File: src/cfe_pkg.sv
// Constants, field layout and operation classes for the flag and condition unit.
// Assumes one synchronous clock domain and a classic Wishbone register path.
//
// Function
// RL1: Six flags held in flag register 252.
// RL2: Carry updated by add, subtract, rotate, swap, return.
// RL3: Arithmetic carry is carry out of bit 7.
// RL4: Zero updated by carry set plus logic, tests.
// RL5: Zero set when result equals zero.
// RL6: Sign updated like zero, equals result bit 7.
// RL7: Overflow set when signed result leaves byte range.
// RL8: Decimal flag set by subtract, cleared by add.
// RL9: Decimal adjust picks correction from decimal flag.
// RL10: Half carry is carry out of bit 3.
// RL11: Only add and subtract update half carry; here interrupt return also loads it from the stacked copy.
// RL12: Four-bit field; 1000 always, 0000 never.
// RL13: Single-flag condition codes test one flag.
// RL14: Compare codes combine sign, overflow, zero, carry.
// RL15: Unlisted flags keep their previous value.
package cfe_pkg;

  // ----------------------------------------------------------------
  // Register map
  // ----------------------------------------------------------------
  localparam logic [7:0] CFE_FLAGS_OFS = 8'hfc; // Flag register byte address
  localparam logic [7:0] CFE_FLAGS_RST = 8'h00; // Flags after reset
  localparam logic [7:0] CFE_FLAGS_USED = 8'hfc; // Implemented bits, rest read zero

  // ----------------------------------------------------------------
  // Flag bit positions
  // ----------------------------------------------------------------
  localparam int CFE_C_BIT = 7; // Carry
  localparam int CFE_Z_BIT = 6; // Zero
  localparam int CFE_S_BIT = 5; // Sign
  localparam int CFE_V_BIT = 4; // Overflow
  localparam int CFE_D_BIT = 3; // Decimal adjust
  localparam int CFE_H_BIT = 2; // Half carry

  // ----------------------------------------------------------------
  // Update masks per instruction class
  // ----------------------------------------------------------------
  localparam logic [7:0] CFE_UPD_ARITH = 8'hfc; // C Z S V D H
  localparam logic [7:0] CFE_UPD_CZSV = 8'hf0; // C Z S V
  localparam logic [7:0] CFE_UPD_CZS = 8'he0; // C Z S
  localparam logic [7:0] CFE_UPD_ZSV = 8'h70; // Z S V
  localparam logic [7:0] CFE_UPD_C = 8'h80; // Carry only

  // ----------------------------------------------------------------
  // Packed BCD correction
  // ----------------------------------------------------------------
  localparam logic [7:0] CFE_BCD_HI_ADJ = 8'h60;
  localparam logic [7:0] CFE_BCD_LO_ADJ = 8'h06;
  localparam logic [7:0] CFE_BCD_MAX = 8'h99;
  localparam logic [3:0] CFE_NIBBLE_MAX = 4'h9;

  // ----------------------------------------------------------------
  // Condition field codes
  // ----------------------------------------------------------------
  localparam logic [3:0] CFE_CND_NEVER = 4'h0;
  localparam logic [3:0] CFE_CND_SIGNED_BELOW = 4'h1;
  localparam logic [3:0] CFE_CND_SIGNED_AT_MOST = 4'h2;
  localparam logic [3:0] CFE_CND_UNSIGNED_AT_MOST = 4'h3;
  localparam logic [3:0] CFE_CND_RANGE_ERROR = 4'h4;
  localparam logic [3:0] CFE_CND_NEGATIVE = 4'h5;
  localparam logic [3:0] CFE_CND_ZERO = 4'h6;
  localparam logic [3:0] CFE_CND_CARRY = 4'h7;
  localparam logic [3:0] CFE_CND_ALWAYS = 4'h8;
  localparam logic [3:0] CFE_CND_SIGNED_AT_LEAST = 4'h9;
  localparam logic [3:0] CFE_CND_SIGNED_ABOVE = 4'ha;
  localparam logic [3:0] CFE_CND_UNSIGNED_ABOVE = 4'hb;
  localparam logic [3:0] CFE_CND_NO_RANGE_ERROR = 4'hc;
  localparam logic [3:0] CFE_CND_NONNEGATIVE = 4'hd;
  localparam logic [3:0] CFE_CND_NOT_NULL = 4'he;
  localparam logic [3:0] CFE_CND_NO_CARRY = 4'hf;

  // ----------------------------------------------------------------
  // Operation classes presented by the execution logic
  // ----------------------------------------------------------------
  typedef enum logic [4:0] {
    CFE_OP_NONE,
    CFE_OP_ADD,
    CFE_OP_ADD_CARRY,
    CFE_OP_SUBTRACT,
    CFE_OP_BORROW_DIFFERENCE,
    CFE_OP_COMPARE,
    CFE_OP_DECIMAL_ADJUST,
    CFE_OP_ROTATE_LEFT,
    CFE_OP_ROTATE_LEFT_VIA_CARRY,
    CFE_OP_ROTATE_RIGHT,
    CFE_OP_ROTATE_RIGHT_VIA_CARRY,
    CFE_OP_SWAP_NIBBLES,
    CFE_OP_INTERRUPT_RETURN,
    CFE_OP_AND,
    CFE_OP_OR,
    CFE_OP_XOR,
    CFE_OP_INVERT_BITS,
    CFE_OP_ADD_ONE_BYTE,
    CFE_OP_SUBTRACT_ONE_BYTE,
    CFE_OP_ADD_ONE_WORD,
    CFE_OP_SUBTRACT_ONE_WORD,
    CFE_OP_TEST_UNDER_MASK,
    CFE_OP_TEST_INVERTED_MASK,
    CFE_OP_FLIP_CARRY,
    CFE_OP_CLEAR_CARRY,
    CFE_OP_SET_CARRY
  } cfe_op_e;

endpackage : cfe_pkg

File: src/cfe_cond_if.sv
// Carrier between the flag unit and its condition evaluator.
// Assumes both ends sit in the same clock domain; the path is combinational.
`timescale 1ns/1ps
interface cfe_cond_if;
  logic [7:0] flags; // Current flag register
  logic [3:0] field; // Condition field of the jump
  logic taken; // Condition holds

  modport eval (input flags, input field, output taken);
  modport core (output flags, output field, input taken);
endinterface : cfe_cond_if

File: src/cfe_flags_top.sv
// Flag generation, flag register and condition test for an 8-bit core.
// Assumes execution logic presents one operation per valid cycle with its
// operands, and software reaches the flag register over classic Wishbone.
`timescale 1ns/1ps
module cfe_flags_top (
  input wire logic ref_clk,
  input wire logic sys_rst,
  // Wishbone slave
  input wire logic cyc_i,
  input wire logic stb_i,
  input wire logic we_i,
  input wire logic [7:0] adr_i,
  input wire logic [3:0] sel_i,
  input wire logic [31:0] dat_i,
  output logic [31:0] dat_o,
  output logic ack_o,
  // Execution side
  input wire logic op_valid,
  input wire cfe_pkg::cfe_op_e op_code,
  input wire logic [15:0] op_dst,
  input wire logic [7:0] op_src,
  output logic [15:0] op_result,
  output logic op_done,
  output logic [7:0] flags,
  // Condition test
  input wire logic [3:0] condition_field,
  output logic condition_true
);
  import cfe_pkg::*;

  // ----------------------------------------------------------------
  // State
  // ----------------------------------------------------------------
  logic [7:0] flags_q; // Flag register
  logic [7:0] flags_d; // Its next value
  logic [15:0] result_q; // Last operation result
  logic done_q; // Result valid pulse
  logic ack_q; // Bus acknowledge
  logic [31:0] rdata_q; // Bus read data

  // ----------------------------------------------------------------
  // Operand taps
  // ----------------------------------------------------------------
  wire logic [7:0] a_w = op_dst[7:0]; // Accumulator byte
  wire logic [7:0] b_w = op_src; // Second operand
  wire logic cin_w = flags_q[CFE_C_BIT]; // Carry in
  wire logic is_adc_w = (op_code == CFE_OP_ADD_CARRY);
  wire logic is_sbw_w = (op_code == CFE_OP_BORROW_DIFFERENCE);

  // ----------------------------------------------------------------
  // Adders
  // ----------------------------------------------------------------
  // Carry in only for the with-carry variants
  wire logic add_cin_w = is_adc_w & cin_w;
  wire logic sub_bin_w = is_sbw_w & cin_w;
  // Ninth bit is the carry out of bit 7
  wire logic [8:0] sum_w = {1'b0, a_w} + {1'b0, b_w} + {8'h00, add_cin_w}; // [RL3]
  // Fifth bit is the carry out of bit 3
  wire logic [4:0] sum_lo_w = {1'b0, a_w[3:0]} + {1'b0, b_w[3:0]} + {4'h0, add_cin_w}; // [RL10]
  // Ninth bit is the borrow out of bit 7
  wire logic [8:0] dif_w = {1'b0, a_w} - {1'b0, b_w} - {8'h00, sub_bin_w}; // [RL3]
  wire logic [4:0] dif_lo_w = {1'b0, a_w[3:0]} - {1'b0, b_w[3:0]} - {4'h0, sub_bin_w}; // [RL10]
  // Signed overflow terms
  wire logic add_ovf_w = (a_w[7] == b_w[7]) & (sum_w[7] != a_w[7]); // [RL7]
  wire logic sub_ovf_w = (a_w[7] != b_w[7]) & (dif_w[7] != a_w[7]); // [RL7]

  // ----------------------------------------------------------------
  // Packed BCD correction
  // ----------------------------------------------------------------
  // Decimal flag says whether the last arithmetic was add or subtract
  wire logic bcd_sub_w = flags_q[CFE_D_BIT]; // [RL9]
  wire logic bcd_hi_w = bcd_sub_w ? cin_w : (cin_w | (a_w > CFE_BCD_MAX)); // [RL9]
  wire logic bcd_lo_w = flags_q[CFE_H_BIT] | (~bcd_sub_w & (a_w[3:0] > CFE_NIBBLE_MAX)); // [RL9]
  wire logic [7:0] bcd_corr_w = (bcd_hi_w ? CFE_BCD_HI_ADJ : 8'h00) | (bcd_lo_w ? CFE_BCD_LO_ADJ : 8'h00);
  wire logic [7:0] bcd_res_w = bcd_sub_w ? (a_w - bcd_corr_w) : (a_w + bcd_corr_w); // [RL9]

  // ----------------------------------------------------------------
  // Word and single-step arithmetic
  // ----------------------------------------------------------------
  wire logic [15:0] wrd_up_w = op_dst + 16'h0001;
  wire logic [15:0] wrd_dn_w = op_dst - 16'h0001;
  wire logic [7:0] byt_up_w = a_w + 8'h01;
  wire logic [7:0] byt_dn_w = a_w - 8'h01;

  // ----------------------------------------------------------------
  // Result and flag calculation
  // ----------------------------------------------------------------
  logic [15:0] res_c; // Result of the operation
  logic [7:0] calc_c; // Candidate flags
  logic [7:0] upd_c; // Which flags this class touches
  logic word_c; // Result is 16 bits wide
  logic zs_c; // Zero and sign come from the result

  // Per-class result, carry, overflow and update mask
  always_comb begin
    res_c = op_dst;
    calc_c = flags_q;
    upd_c = 8'h00;
    word_c = 1'b0;
    zs_c = 1'b1;
    case (op_code)
      CFE_OP_ADD, CFE_OP_ADD_CARRY: begin
        res_c = {8'h00, sum_w[7:0]};
        calc_c[CFE_C_BIT] = sum_w[8]; // [RL3]
        calc_c[CFE_V_BIT] = add_ovf_w; // [RL7]
        calc_c[CFE_D_BIT] = 1'b0; // [RL8]
        calc_c[CFE_H_BIT] = sum_lo_w[4]; // [RL10]
        upd_c = CFE_UPD_ARITH; // [RL2] [RL11]
      end
      CFE_OP_SUBTRACT, CFE_OP_BORROW_DIFFERENCE: begin
        res_c = {8'h00, dif_w[7:0]};
        calc_c[CFE_C_BIT] = dif_w[8]; // [RL3]
        calc_c[CFE_V_BIT] = sub_ovf_w; // [RL7]
        calc_c[CFE_D_BIT] = 1'b1; // [RL8]
        calc_c[CFE_H_BIT] = dif_lo_w[4]; // [RL10]
        upd_c = CFE_UPD_ARITH; // [RL2] [RL11]
      end
      CFE_OP_COMPARE: begin
        // Result only feeds the flags; destination is not written back
        res_c = {8'h00, dif_w[7:0]};
        calc_c[CFE_C_BIT] = dif_w[8];
        calc_c[CFE_V_BIT] = sub_ovf_w;
        upd_c = CFE_UPD_CZSV; // [RL2]
      end
      CFE_OP_DECIMAL_ADJUST: begin
        // Overflow is left alone: its value is meaningless here
        res_c = {8'h00, bcd_res_w};
        calc_c[CFE_C_BIT] = bcd_hi_w; // [RL9]
        upd_c = CFE_UPD_CZS; // [RL2]
      end
      CFE_OP_ROTATE_LEFT: begin
        res_c = {8'h00, a_w[6:0], a_w[7]};
        calc_c[CFE_C_BIT] = a_w[7];
        calc_c[CFE_V_BIT] = a_w[7] ^ a_w[6];
        upd_c = CFE_UPD_CZSV; // [RL2]
      end
      CFE_OP_ROTATE_LEFT_VIA_CARRY: begin
        res_c = {8'h00, a_w[6:0], cin_w};
        calc_c[CFE_C_BIT] = a_w[7];
        calc_c[CFE_V_BIT] = a_w[7] ^ a_w[6];
        upd_c = CFE_UPD_CZSV; // [RL2]
      end
      CFE_OP_ROTATE_RIGHT: begin
        res_c = {8'h00, a_w[0], a_w[7:1]};
        calc_c[CFE_C_BIT] = a_w[0];
        calc_c[CFE_V_BIT] = a_w[7] ^ a_w[0];
        upd_c = CFE_UPD_CZSV; // [RL2]
      end
      CFE_OP_ROTATE_RIGHT_VIA_CARRY: begin
        res_c = {8'h00, cin_w, a_w[7:1]};
        calc_c[CFE_C_BIT] = a_w[0];
        calc_c[CFE_V_BIT] = a_w[7] ^ cin_w;
        upd_c = CFE_UPD_CZSV; // [RL2]
      end
      CFE_OP_SWAP_NIBBLES: begin
        // Carry and overflow carry no meaning; cleared for determinism
        res_c = {8'h00, a_w[3:0], a_w[7:4]};
        calc_c[CFE_C_BIT] = 1'b0;
        calc_c[CFE_V_BIT] = 1'b0;
        upd_c = CFE_UPD_CZSV; // [RL2]
      end
      CFE_OP_INTERRUPT_RETURN: begin
        // All six implemented flags restored from the stacked copy
        calc_c = b_w & CFE_FLAGS_USED;
        upd_c = CFE_FLAGS_USED; // [RL2]
        zs_c = 1'b0;
      end
      CFE_OP_AND, CFE_OP_OR, CFE_OP_XOR, CFE_OP_INVERT_BITS: begin
        if (op_code == CFE_OP_AND) begin
          res_c = {8'h00, a_w & b_w};
        end else if (op_code == CFE_OP_OR) begin
          res_c = {8'h00, a_w | b_w};
        end else if (op_code == CFE_OP_XOR) begin
          res_c = {8'h00, a_w ^ b_w};
        end else begin
          res_c = {8'h00, ~a_w};
        end
        calc_c[CFE_V_BIT] = 1'b0;
        upd_c = CFE_UPD_ZSV; // [RL4]
      end
      CFE_OP_TEST_UNDER_MASK, CFE_OP_TEST_INVERTED_MASK: begin
        // Result only feeds the flags
        res_c = {8'h00, (op_code == CFE_OP_TEST_UNDER_MASK ? a_w : ~a_w) & b_w};
        calc_c[CFE_V_BIT] = 1'b0;
        upd_c = CFE_UPD_ZSV; // [RL4]
      end
      CFE_OP_ADD_ONE_BYTE: begin
        res_c = {8'h00, byt_up_w};
        calc_c[CFE_V_BIT] = ~a_w[7] & byt_up_w[7]; // [RL7]
        upd_c = CFE_UPD_ZSV; // [RL4]
      end
      CFE_OP_SUBTRACT_ONE_BYTE: begin
        res_c = {8'h00, byt_dn_w};
        calc_c[CFE_V_BIT] = a_w[7] & ~byt_dn_w[7]; // [RL7]
        upd_c = CFE_UPD_ZSV; // [RL4]
      end
      CFE_OP_ADD_ONE_WORD: begin
        res_c = wrd_up_w;
        word_c = 1'b1;
        calc_c[CFE_V_BIT] = ~op_dst[15] & wrd_up_w[15];
        upd_c = CFE_UPD_ZSV; // [RL4]
      end
      CFE_OP_SUBTRACT_ONE_WORD: begin
        res_c = wrd_dn_w;
        word_c = 1'b1;
        calc_c[CFE_V_BIT] = op_dst[15] & ~wrd_dn_w[15];
        upd_c = CFE_UPD_ZSV; // [RL4]
      end
      CFE_OP_FLIP_CARRY: begin
        calc_c[CFE_C_BIT] = ~cin_w;
        upd_c = CFE_UPD_C;
      end
      CFE_OP_CLEAR_CARRY: begin
        calc_c[CFE_C_BIT] = 1'b0;
        upd_c = CFE_UPD_C;
      end
      CFE_OP_SET_CARRY: begin
        calc_c[CFE_C_BIT] = 1'b1;
        upd_c = CFE_UPD_C;
      end
      default: begin
        upd_c = 8'h00; // No flag touched
      end
    endcase
    // Zero and sign follow the width of the result
    if (zs_c) begin
      calc_c[CFE_Z_BIT] = word_c ? (res_c == 16'h0000) : (res_c[7:0] == 8'h00); // [RL5]
      calc_c[CFE_S_BIT] = word_c ? res_c[15] : res_c[7]; // [RL6]
    end
  end

  // ----------------------------------------------------------------
  // Wishbone decode
  // ----------------------------------------------------------------
  wire logic req_w = cyc_i & stb_i; // Live request
  wire logic hit_w = (adr_i == CFE_FLAGS_OFS); // Flag register selected
  // Write lands at the acknowledge edge; an operation in the same cycle wins
  wire logic bus_wr_w = req_w & we_i & ack_q & hit_w & sel_i[0] & ~op_valid;

  // ----------------------------------------------------------------
  // Per-bit flag next value
  // ----------------------------------------------------------------
  // Untouched flags hold so older results stay testable
  for (genvar i = 0; i < 8; i++) begin : g_flag
    assign flags_d[i] = op_valid ? (upd_c[i] ? calc_c[i] : flags_q[i]) // [RL15]
                      : (bus_wr_w ? (dat_i[i] & CFE_FLAGS_USED[i]) : flags_q[i]);
  end

  // Flag register [RL1]
  always_ff @(posedge ref_clk) begin
    if (sys_rst) begin
      flags_q <= CFE_FLAGS_RST;
    end else begin
      flags_q <= flags_d;
    end
  end

  // Result register and completion pulse
  always_ff @(posedge ref_clk) begin
    if (sys_rst) begin
      result_q <= 16'h0000;
      done_q <= 1'b0;
    end else begin
      result_q <= op_valid ? res_c : result_q;
      done_q <= op_valid;
    end
  end

  // Bus answer: one wait state, read data captured at request
  always_ff @(posedge ref_clk) begin
    if (sys_rst) begin
      ack_q <= 1'b0;
      rdata_q <= 32'h0000_0000;
    end else begin
      ack_q <= req_w & ~ack_q;
      if (req_w & ~ack_q) begin
        rdata_q <= hit_w ? {24'h00_0000, flags_q} : 32'h0000_0000;
      end
    end
  end

  // ----------------------------------------------------------------
  // Condition evaluation
  // ----------------------------------------------------------------
  cfe_cond_if cond_bus ();
  assign cond_bus.flags = flags_q;
  assign cond_bus.field = condition_field;
  cfe_cond_eval u_cond (
    .cif(cond_bus)
  );

  // ----------------------------------------------------------------
  // Outputs
  // ----------------------------------------------------------------
  assign dat_o = rdata_q;
  assign ack_o = ack_q;
  assign op_result = result_q;
  assign op_done = done_q;
  assign flags = flags_q;
  assign condition_true = cond_bus.taken;

  // ----------------------------------------------------------------
  // Assertions
  // ----------------------------------------------------------------
  a_ack_single: assert property (@(posedge ref_clk) disable iff (sys_rst)
    ack_o |=> !ack_o) else $error("ack held longer than one cycle");

  a_subtract_sets_d: assert property (@(posedge ref_clk) disable iff (sys_rst) // [RL8]
    op_valid && (op_code == CFE_OP_SUBTRACT || op_code == CFE_OP_BORROW_DIFFERENCE)
    |=> flags_q[CFE_D_BIT]) else $error("decimal flag not set by subtract");

  a_add_clears_d: assert property (@(posedge ref_clk) disable iff (sys_rst) // [RL8]
    op_valid && (op_code == CFE_OP_ADD || op_code == CFE_OP_ADD_CARRY)
    |=> !flags_q[CFE_D_BIT]) else $error("decimal flag not cleared by add");

  a_add_carry_out: assert property (@(posedge ref_clk) disable iff (sys_rst) // [RL3]
    op_valid && op_code == CFE_OP_ADD
    |=> flags_q[CFE_C_BIT] == (({1'b0, $past(op_dst[7:0])} + {1'b0, $past(op_src)}) > 9'h0ff))
    else $error("carry does not match bit 7 carry out");

  a_half_carry_only: assert property (@(posedge ref_clk) disable iff (sys_rst) // [RL11]
    op_valid && !(op_code inside {CFE_OP_ADD, CFE_OP_ADD_CARRY, CFE_OP_SUBTRACT,
    CFE_OP_BORROW_DIFFERENCE, CFE_OP_INTERRUPT_RETURN})
    |=> $stable(flags_q[CFE_H_BIT])) else $error("half carry changed by wrong class");

  a_logic_keeps_c: assert property (@(posedge ref_clk) disable iff (sys_rst) // [RL15]
    op_valid && op_code inside {CFE_OP_AND, CFE_OP_OR, CFE_OP_XOR, CFE_OP_INVERT_BITS}
    |=> $stable(flags_q[CFE_C_BIT])) else $error("logic operation changed carry");

  a_zero_matches: assert property (@(posedge ref_clk) disable iff (sys_rst) // [RL5]
    op_valid && op_code inside {CFE_OP_AND, CFE_OP_SUBTRACT, CFE_OP_ADD_ONE_BYTE}
    |=> flags_q[CFE_Z_BIT] == (op_result[7:0] == 8'h00) && op_done)
    else $error("zero flag disagrees with result");

  a_sign_matches: assert property (@(posedge ref_clk) disable iff (sys_rst) // [RL6]
    op_valid && op_code inside {CFE_OP_OR, CFE_OP_ADD, CFE_OP_SUBTRACT_ONE_BYTE}
    |=> flags_q[CFE_S_BIT] == op_result[7]) else $error("sign flag disagrees with result");

  a_cond_fixed: assert property (@(posedge ref_clk) disable iff (sys_rst) // [RL12]
    (condition_field == CFE_CND_ALWAYS |-> condition_true)
    and (condition_field == CFE_CND_NEVER |-> !condition_true))
    else $error("fixed condition evaluated wrongly");

  a_cond_signed: assert property (@(posedge ref_clk) disable iff (sys_rst) // [RL14]
    condition_field == CFE_CND_SIGNED_ABOVE
    |-> condition_true == !(flags_q[CFE_Z_BIT] | (flags_q[CFE_S_BIT] ^ flags_q[CFE_V_BIT])))
    else $error("signed-above condition wrong");

endmodule : cfe_flags_top

File: src/cfe_cond_eval.sv
// Condition field evaluator for jump and relative jump.
// Assumes flags arrive straight from the flag register; output is combinational.
`timescale 1ns/1ps
module cfe_cond_eval (
  cfe_cond_if.eval cif
);
  import cfe_pkg::*;

  // ----------------------------------------------------------------
  // Flag taps
  // ----------------------------------------------------------------
  wire logic c_w = cif.flags[CFE_C_BIT]; // Carry
  wire logic z_w = cif.flags[CFE_Z_BIT]; // Zero
  wire logic s_w = cif.flags[CFE_S_BIT]; // Sign
  wire logic v_w = cif.flags[CFE_V_BIT]; // Overflow
  wire logic sv_w = s_w ^ v_w; // Signed less-than term
  logic [15:0] truth_w; // One truth bit per code

  // ----------------------------------------------------------------
  // Truth table, indexed by code
  // ----------------------------------------------------------------
  assign truth_w[CFE_CND_NEVER] = 1'b0; // [RL12]
  assign truth_w[CFE_CND_ALWAYS] = 1'b1; // [RL12]
  assign truth_w[CFE_CND_CARRY] = c_w; // [RL13]
  assign truth_w[CFE_CND_NO_CARRY] = ~c_w; // [RL13]
  assign truth_w[CFE_CND_ZERO] = z_w; // [RL13]
  assign truth_w[CFE_CND_NOT_NULL] = ~z_w; // [RL13]
  assign truth_w[CFE_CND_NEGATIVE] = s_w; // [RL13]
  assign truth_w[CFE_CND_NONNEGATIVE] = ~s_w; // [RL13]
  assign truth_w[CFE_CND_RANGE_ERROR] = v_w; // [RL13]
  assign truth_w[CFE_CND_NO_RANGE_ERROR] = ~v_w; // [RL13]
  assign truth_w[CFE_CND_SIGNED_AT_LEAST] = ~sv_w; // [RL14]
  assign truth_w[CFE_CND_SIGNED_BELOW] = sv_w; // [RL14]
  assign truth_w[CFE_CND_SIGNED_ABOVE] = ~(z_w | sv_w); // [RL14]
  assign truth_w[CFE_CND_SIGNED_AT_MOST] = z_w | sv_w; // [RL14]
  assign truth_w[CFE_CND_UNSIGNED_ABOVE] = ~c_w & ~z_w; // [RL14]
  assign truth_w[CFE_CND_UNSIGNED_AT_MOST] = c_w | z_w; // [RL14]

  // Pick the selected condition
  assign cif.taken = truth_w[cif.field];

endmodule : cfe_cond_eval

File: config.mk
export PLATFORM = sky130hd
export DESIGN_NAME = cfe_flags_top
export DESIGN_NICKNAME = d
export VERILOG_FILES = /design/src/cfe_pkg.sv /design/src/cfe_cond_if.sv /design/src/cfe_flags_top.sv /design/src/cfe_cond_eval.sv
export SDC_FILE = /design/constraint.sdc
export NUM_CORES = 1
export LEC_CHECK = 0
export BUFFER_PORTS_ARGS = -buffer_cell sky130_fd_sc_hd__buf_2
export CAP_MARGIN = 20
export CORE_MARGIN = 3
export CORE_UTILIZATION = 46
export DETAILED_ROUTE_END_ITERATION = 8
export PLACE_DENSITY_LB_ADDON = 0.12
export SLEW_MARGIN = 20
export SYNTH_ARGS = -nofsm -noshare
export SYNTH_HDL_FRONTEND = slang
export SYNTH_SLANG_ARGS = --single-unit
File: constraint.sdc
create_clock -name ref_clk -period 4.7 [get_ports ref_clk]
set_clock_uncertainty 0.1 [all_clocks]
set_input_delay 0.235 -clock ref_clk [delete_from_list [all_inputs] [get_ports ref_clk]]
set_output_delay 0.235 -clock ref_clk [all_outputs]
set_load 0.02 [all_outputs]
======== After elaboration in Yosys (flattened, before gate mapping) ========
Cells that the tools add are included.
cells by class
  add/subtract/negate cells ............... 14
  order comparisons ....................... 3
  equality and inequality tests ........... 42
  muxes and demuxes ....................... 44
  bitwise operators ....................... 44
  reduce and logical (&&, ||, !) cells .... 25
operators with widths
  kind                                                    number
  case mux 16 bit (14 select lines)                       1
  equality test 5 bit, second input constant              10
  2-to-1 mux 8 bit                                        6
  equality test 5 x 4 -> 1 bit, second input constant     8
  case mux 8 bit (5 select lines)                         1
  2-to-1 mux 1 bit                                        28
  equality test 5 x 3 -> 1 bit, second input constant     4
  inequality test 2 x 1 -> 1 bit, second input constant   9
  AND reduction 3 bit                                     6
  AND 1 bit                                               17
  adder 16 x 1 -> 16 bit, second input constant           1
  AND 8 bit                                               2
  zero test 16 bit                                        1
  subtractor 16 x 1 -> 16 bit, second input constant      1
  OR reduction 2 bit                                      7
  inverter 1 bit                                          13
  inequality test 12 x 4 -> 1 bit, second input constant  1
  case mux 1 bit (11 select lines)                        1
  equality test 5 x 2 -> 1 bit, second input constant     2
  inequality test 10 x 5 -> 1 bit, second input constant  1
  OR reduction 10 bit                                     1
  adder 8 x 8 -> 9 bit                                    1
  adder 9 x 1 -> 9 bit                                    1
  case mux 1 bit (9 select lines)                         1
  other kinds (37)                                        48
storage, ports and cells
  bits in registers ....................... 58
  output and inout port bits .............. 59

======== Depth between registers and ports, before layout ========
  depth in word-level cells ............... 13
  gate-level depth with buffers ........... 20
  depth with buffers taken out ............ 18

======== Hierarchy ========
A second synthesis with hierarchy kept.
unflattened totals
  cells, all modules ...................... 691
  area, all modules ....................... 5142.4 um^2
by module, submodules not included
  module         instances  cells an instance  area an instance (um^2)  sequential area each (um^2)
  cfe_flags_top  1          682                5056.1                   600.6
  cfe_cond_eval  1          9                  86.3                     0.0

======== Worst setup path after synthesis ========
OpenSTA, ideal clock, no wires.
  path kind ............................... input to register
  start ................................... input port op_dst[1]
  end ..................................... register flags_q[5], in the netlist flags[5]
  library setup time ...................... 0.091 ns
  arrival time ............................ 3.577 ns
  data required time ...................... 4.509 ns
  slack ................................... 0.932 ns
  cell stages on the path ................. 19
  cell sequence ........................... buf_2 inv_1 ha_1 clkbuf_1 o21ai_0 nand3_1 nand3_1 a31oi_1 ha_1 nand2_1 o21ai_0 ha_1 and3_1 a2111oi_0 xnor2_1 o21bai_1 a21oi_1 o21ai_0 a311oi_1
on the way
  word-level cells in the longest chain between the ends .. 12
ends and longest elaborated chain
  element                                                                         line                                      text
  start: declaration                                                              cfe_flags_top.sv:20                       input wire logic [15:0] op_dst,
  greater-than comparator 8 bit or greater-than comparator 4 bit (tied branches)  cfe_flags_top.sv:72, cfe_flags_top.sv:73
  OR 1 bit or AND 1 bit (tied branches)                                           cfe_flags_top.sv:72, cfe_flags_top.sv:73
  2-to-1 mux 1 bit or OR 1 bit (tied branches)                                    cfe_flags_top.sv:72, cfe_flags_top.sv:73
  2-to-1 mux 7 bit or 2-to-1 mux 3 bit (tied branches)                            cfe_flags_top.sv:74                       wire logic [7:0] bcd_corr_w = (bcd_hi_w ? CFE_BCD_HI_ADJ : 8'h00) | (bcd_lo_w ? CFE_BCD_LO_ADJ : 8'h00);
  OR 7 x 3 -> 7 bit                                                               cfe_flags_top.sv:74
  adder 8 x 7 -> 8 bit or subtractor 8 x 7 -> 8 bit (tied branches)               cfe_flags_top.sv:75                       wire logic [7:0] bcd_res_w = bcd_sub_w ? (a_w - bcd_corr_w) : (a_w + bcd_corr_w);
  2-to-1 mux 8 bit                                                                cfe_flags_top.sv:75
  case mux 16 bit (14 select lines) (*)                                           cfe_flags_top.sv:101                      case (op_code)
  2-to-1 mux 1 bit (*)                                                            cfe_flags_top.sv:228                      calc_c[CFE_S_BIT] = word_c ? res_c[15] : res_c[7];
  2-to-1 mux 2 bit (*)                                                            cfe_flags_top.sv:226                      if (zs_c) begin
  2-to-1 mux 1 bit (*) (2 in series)                                              cfe_flags_top.sv:245                      assign flags_d[i] = op_valid ? (upd_c[i] ? calc_c[i] : flags_q[i])
  end signal: assignment                                                          cfe_flags_top.sv:254                      flags_q <= flags_d;
  end: declaration                                                                cfe_flags_top.sv:34                       logic [7:0] flags_q;
Mark *: on every way between the ends. The rest lies on a longest branch, timed or not. The select of a mux whose other input is x is not followed.
A chain may end at the register's enable or synchronous reset.

======== Worst setup path after layout ========
  start ................................... input port op_dst[0]
  end ..................................... register flags_q[5], in the netlist flags[5]
Same word-level chain as after synthesis.

==> flow_results.org <==
** Floorplan
- IO Count :: roughly 140
- Die Y-Extent :: 113 um
- Area of the die :: approximately 13000 sq um
- Once the floorplan was initialized, standard cells occupied a little under half of the core.
- Placement Rows :: 38
- The core region is approximately 11000 sq um.
- The die is about 110 um wide.

** Power and ir drop
- Standby leakage power :: about 2.5 nW
- Post-layout total power :: 0.00119 W
- Dividing total power by cell area gives a power density of approximately 200 nW/um^2.
- VDD sags by at most between 0.15 and 0.2 mV.

** Status
- Result of the run :: completed

** Critical path
- Count of cells along the worst register-to-register path :: 13
- Startpoint of the worst-slack reg-to-reg timing path :: flags[7]$_SDFFE_PP0P_
- Launch point of the worst path :: op_dst[0]
- Element type at the critical path end :: register
- Critical path peak fanout :: 10
- Across all register-to-register paths, the minimum setup slack is approximately 0.97 ns.
- Arrival @ worst endpoint :: a little over 4 ns
- WP data required :: approximately 4.8 ns
- Type of the worst setup path :: in -> reg
- STA classifies the critical path startpoint as a primary input.

** STA
- The final-report hold violation count is 0.
- Post-Route Setup TNS :: 0 ns
- Measured against its own limit, the worst slew margin works out to 20.3%.
- The final critical path takes up a little under nine tenths of the cycle.
- Setup violations remaining at the end of the flow were counted as 0.
- Static timing analysis puts the maximum clock frequency at roughly 250 MHz.
- Setup repair after global routing left no endpoint under its margin.
- Measured slew at the worst slew-check pin :: between 1 and 1.5 ns
- On the final layout, the worst hold slack is ~0.21 ns.
- The total count of max-transition violations in the final report came to 0.
- Time the final worst path needs with I/O delays and setup :: around 4.0 ns

** Drt
- Post-detailed-route DRC marker count :: 0
- Number of iterations in the first detailed-routing pass :: 5
- Via total after detailed routing :: approximately 6000
- Summed over all layers, the routed wires come to between 15 and 20 mm.
- Using the TritonRoute via totals, the vias-per-cell ratio works out to 6.44.
- Dividing the detail-routed wire length by the instance count gives roughly 21 um.
- The detailed router finished its first iteration with 713 violations.
- Number of nets still failing antenna checks after routing :: 0

** Global routing
- Number of antenna violations at the first check in global routing :: 0
- Grt ovf :: 0
- Global routing used just under 30% of the available tracks.
- The number of global-route vias before repair is ~5300.
- The first global-routing pass estimated roughly 30 mm of wire.
- Maximum number of pins on one net before global-route repair :: 46

** Clock tree
- CTS tree :: built
- In this run, post-CTS hold repair placed 0 buffers.
- After clock tree synthesis, the clock-pin slew on the worst setup and hold paths is 0.05 ns.
- After clock tree synthesis, the repair step resized 0 gates.
- The clock passes through at most 2 buffers.
- Buffers inserted during clock tree synthesis total 5.
- Clock latency reported for the late side of the worst-skew pair :: roughly 0.27 ns
- CTS placed an instance of clkbuf_16 at the clock tree root.
- Clock sink count :: 30
- The number of setup buffers added after CTS is 0.
- The H-tree was split into 2 levels.

** Synth
- Synthesized area :: roughly 5300 sq um
- Proportion of synthesized chip area in sequential cells :: a little under an eighth
- Count of different cell masters after synthesis :: 88
- In the synthesized netlist the async set-or-reset flop fraction comes to 0%.
- Number of warning messages in the yosys log :: 0
- Counting flops with a built-in enable in the synthesized netlist gives 0.
- Cell type with the highest aggregate area in the netlist :: dfxtp_1
- Most instantiated flip-flop cell in the synthesis netlist :: dfxtp_1
- Counting flops and latches in the post-synthesis netlist gives 30.
- Share of Yosys cell area claimed by the top area cell type :: a little under an eighth
- Synthesis produced 738 cells.
- Yosys attributes the largest share of cell area to dfxtp_1 (11%), ha_1 (11%), nor2_1 (5.2%).
- Synth Area per Inst :: 7.19 sq um

** Cells and area
- Antenna cells :: 0
- Final #Nets :: between 900 and 1000
- Share of cells above drive strength 1 :: between 10% and 20%
- Cell Count, Final, Fillers Out :: about 930
- Fin util :: between 50% and 60%
- From synthesis to final layout, the design area changed by 9.15%.

** Min path
- Along the worst hold path, the cell count comes to 4.
- Hold crit path type :: in -> reg
- Launch instance of the worst min-delay path :: adr_i[0]

** Job
- Maxcap violations :: 0

** Placed design
- Including well taps, the total number of placed cells is approximately 900.
- Count of input and output buffers :: 84
- At the end of routability-driven placement, the weighted congestion stood at 1.02.
- Sum of net half-perimeters after detailed placement :: between 10 and 15 mm
[state kept, by name, indices dropped and copies added, names as in the netlist]
| register | count |
|---|---|
| flags | 6 |
| op_done | 1 |
| dat_o | 6 |
| ack_o | 1 |
| op_result | 16 |
[layout make-up]
type / instances / area (sq um)
clock inverters: 2 / 12.5
flip-flops and latches: 30 / 601
well taps: 140 / 175
fillers: 1130 / 5290
clock buffers: 6 / 139
inverters: 38 / 143
multi-input cells: 614 / 4170
repair buffers: 101 / 548
[cells in the mapped netlist (8+ instances only)]
master and instances:
nor3_1 17, buf_4 36, xor2_1 9, a21oi_1 42
o22ai_1 10, inv_1 37, and3_1 11, xnor2_1 19
o21ai_0 28, nand2b_1 8, ha_1 46, o32ai_1 8
dfxtp_1 30, nor4_1 12, a22oi_1 9, nor2_1 73
nand3_1 32, a211oi_1 14, clkbuf_1 25, nand3b_1 8
nand2_1 57, buf_2 17, a31oi_1 11, nand4_1 11
mux2i_1 11
[path summary, 6_finish.rpt]
path                            to
min          dat_o[3]$_SDFFE_PP0P_
min reg2reg  dat_o[5]$_SDFFE_PP0P_
max reg2reg  flags[6]$_SDFFE_PP0P_
max          flags[5]$_SDFFE_PP0P_
[stage by stage]
stage	area, sq um	worst slack, ns
2_1_floorplan	5410	0.932
5_1_grt	5790	0.461
4_1_cts	5790	0.785
6_report	5790	0.699
3_5_place_dp	5640	0.516
3_3_place_gp	5640	0.600
[cells by family (layout without fill, tap and decap cells)]
| logic type | count (synthesis) | in the layout | synth area share (%) |
|---|---|---|---|
| buffers and inverters | 121 | 147 | 11.9 |
| DFF | 30 | 30 | 11.3 |
| xor gates and xnor gates | 28 | 28 | 4.62 |
| other | 1 | 28 | 0.0707 |
| and+or+nand+nor | 279 | 279 | 27.8 |
| AOI/OAI and AO/OA | 217 | 217 | 29.4 |
| adders and majority gates | 50 | 50 | 12.4 |
| muxes | 12 | 12 | 2.50 |
[layout by cell type, fill, tap and decap left out, types with 6 or more instances in the layout]
master	instances
buf_2	84
o22ai_1	10
and3_1	11
nand4_1	11
o32ai_1	8
nand3b_1	8
dfxtp_1	30
mux2i_1	11
nor4_1	12
a21oi_1	42
or2_2	7
a31oi_1	11
buf_4	17
nor3_1	17
xor2_1	9
o21ai_0	28
a221oi_1	6
ha_1	46
inv_1	37
conb_1	28
nor2b_1	7
nand3_1	32
nand2_1	57
nor2_1	73
nand2b_1	8
a22oi_1	9
o211ai_1	7
a211o_1	6
a211oi_1	14
a22o_1	7
xnor2_1	19
[worst max-delay path, cell delays in order]
cell and delay, ns:
buf_2 0.10, inv_1 0.19, ha_1 0.41, o21ai_0 0.23
nand3_1 0.13, nand3_1 0.08, a31oi_1 0.38, ha_1 0.31
nand2_1 0.06, o21ai_0 0.08, ha_1 0.34, nand3_1 0.10
a21oi_1 0.05, a2111oi_0 0.56, xnor2_1 0.22, o21bai_1 0.13
a21oi_1 0.15, o21ai_0 0.10, a311oi_1 0.22
[layer usage]
metal | vias to the layer above | GRT usage (%) | part of all wire (%)
met5 | - | 0 | 0
met3 | 28 | 5.25 | 9.1
li1 | 2807 | - | -
met2 | 322 | 46.2 | 45
met4 | 0 | 6.57 | 2.0
met1 | 2838 | 41.6 | 43
[report_power, final]
group          total (W)  switching [W]  internal, W
Clock           0.000323       0.000114     0.000209
Sequential      0.000280      0.0000106     0.000269
Combinational   0.000585       0.000376     0.000209
Power figures use the tool's default switching activity.
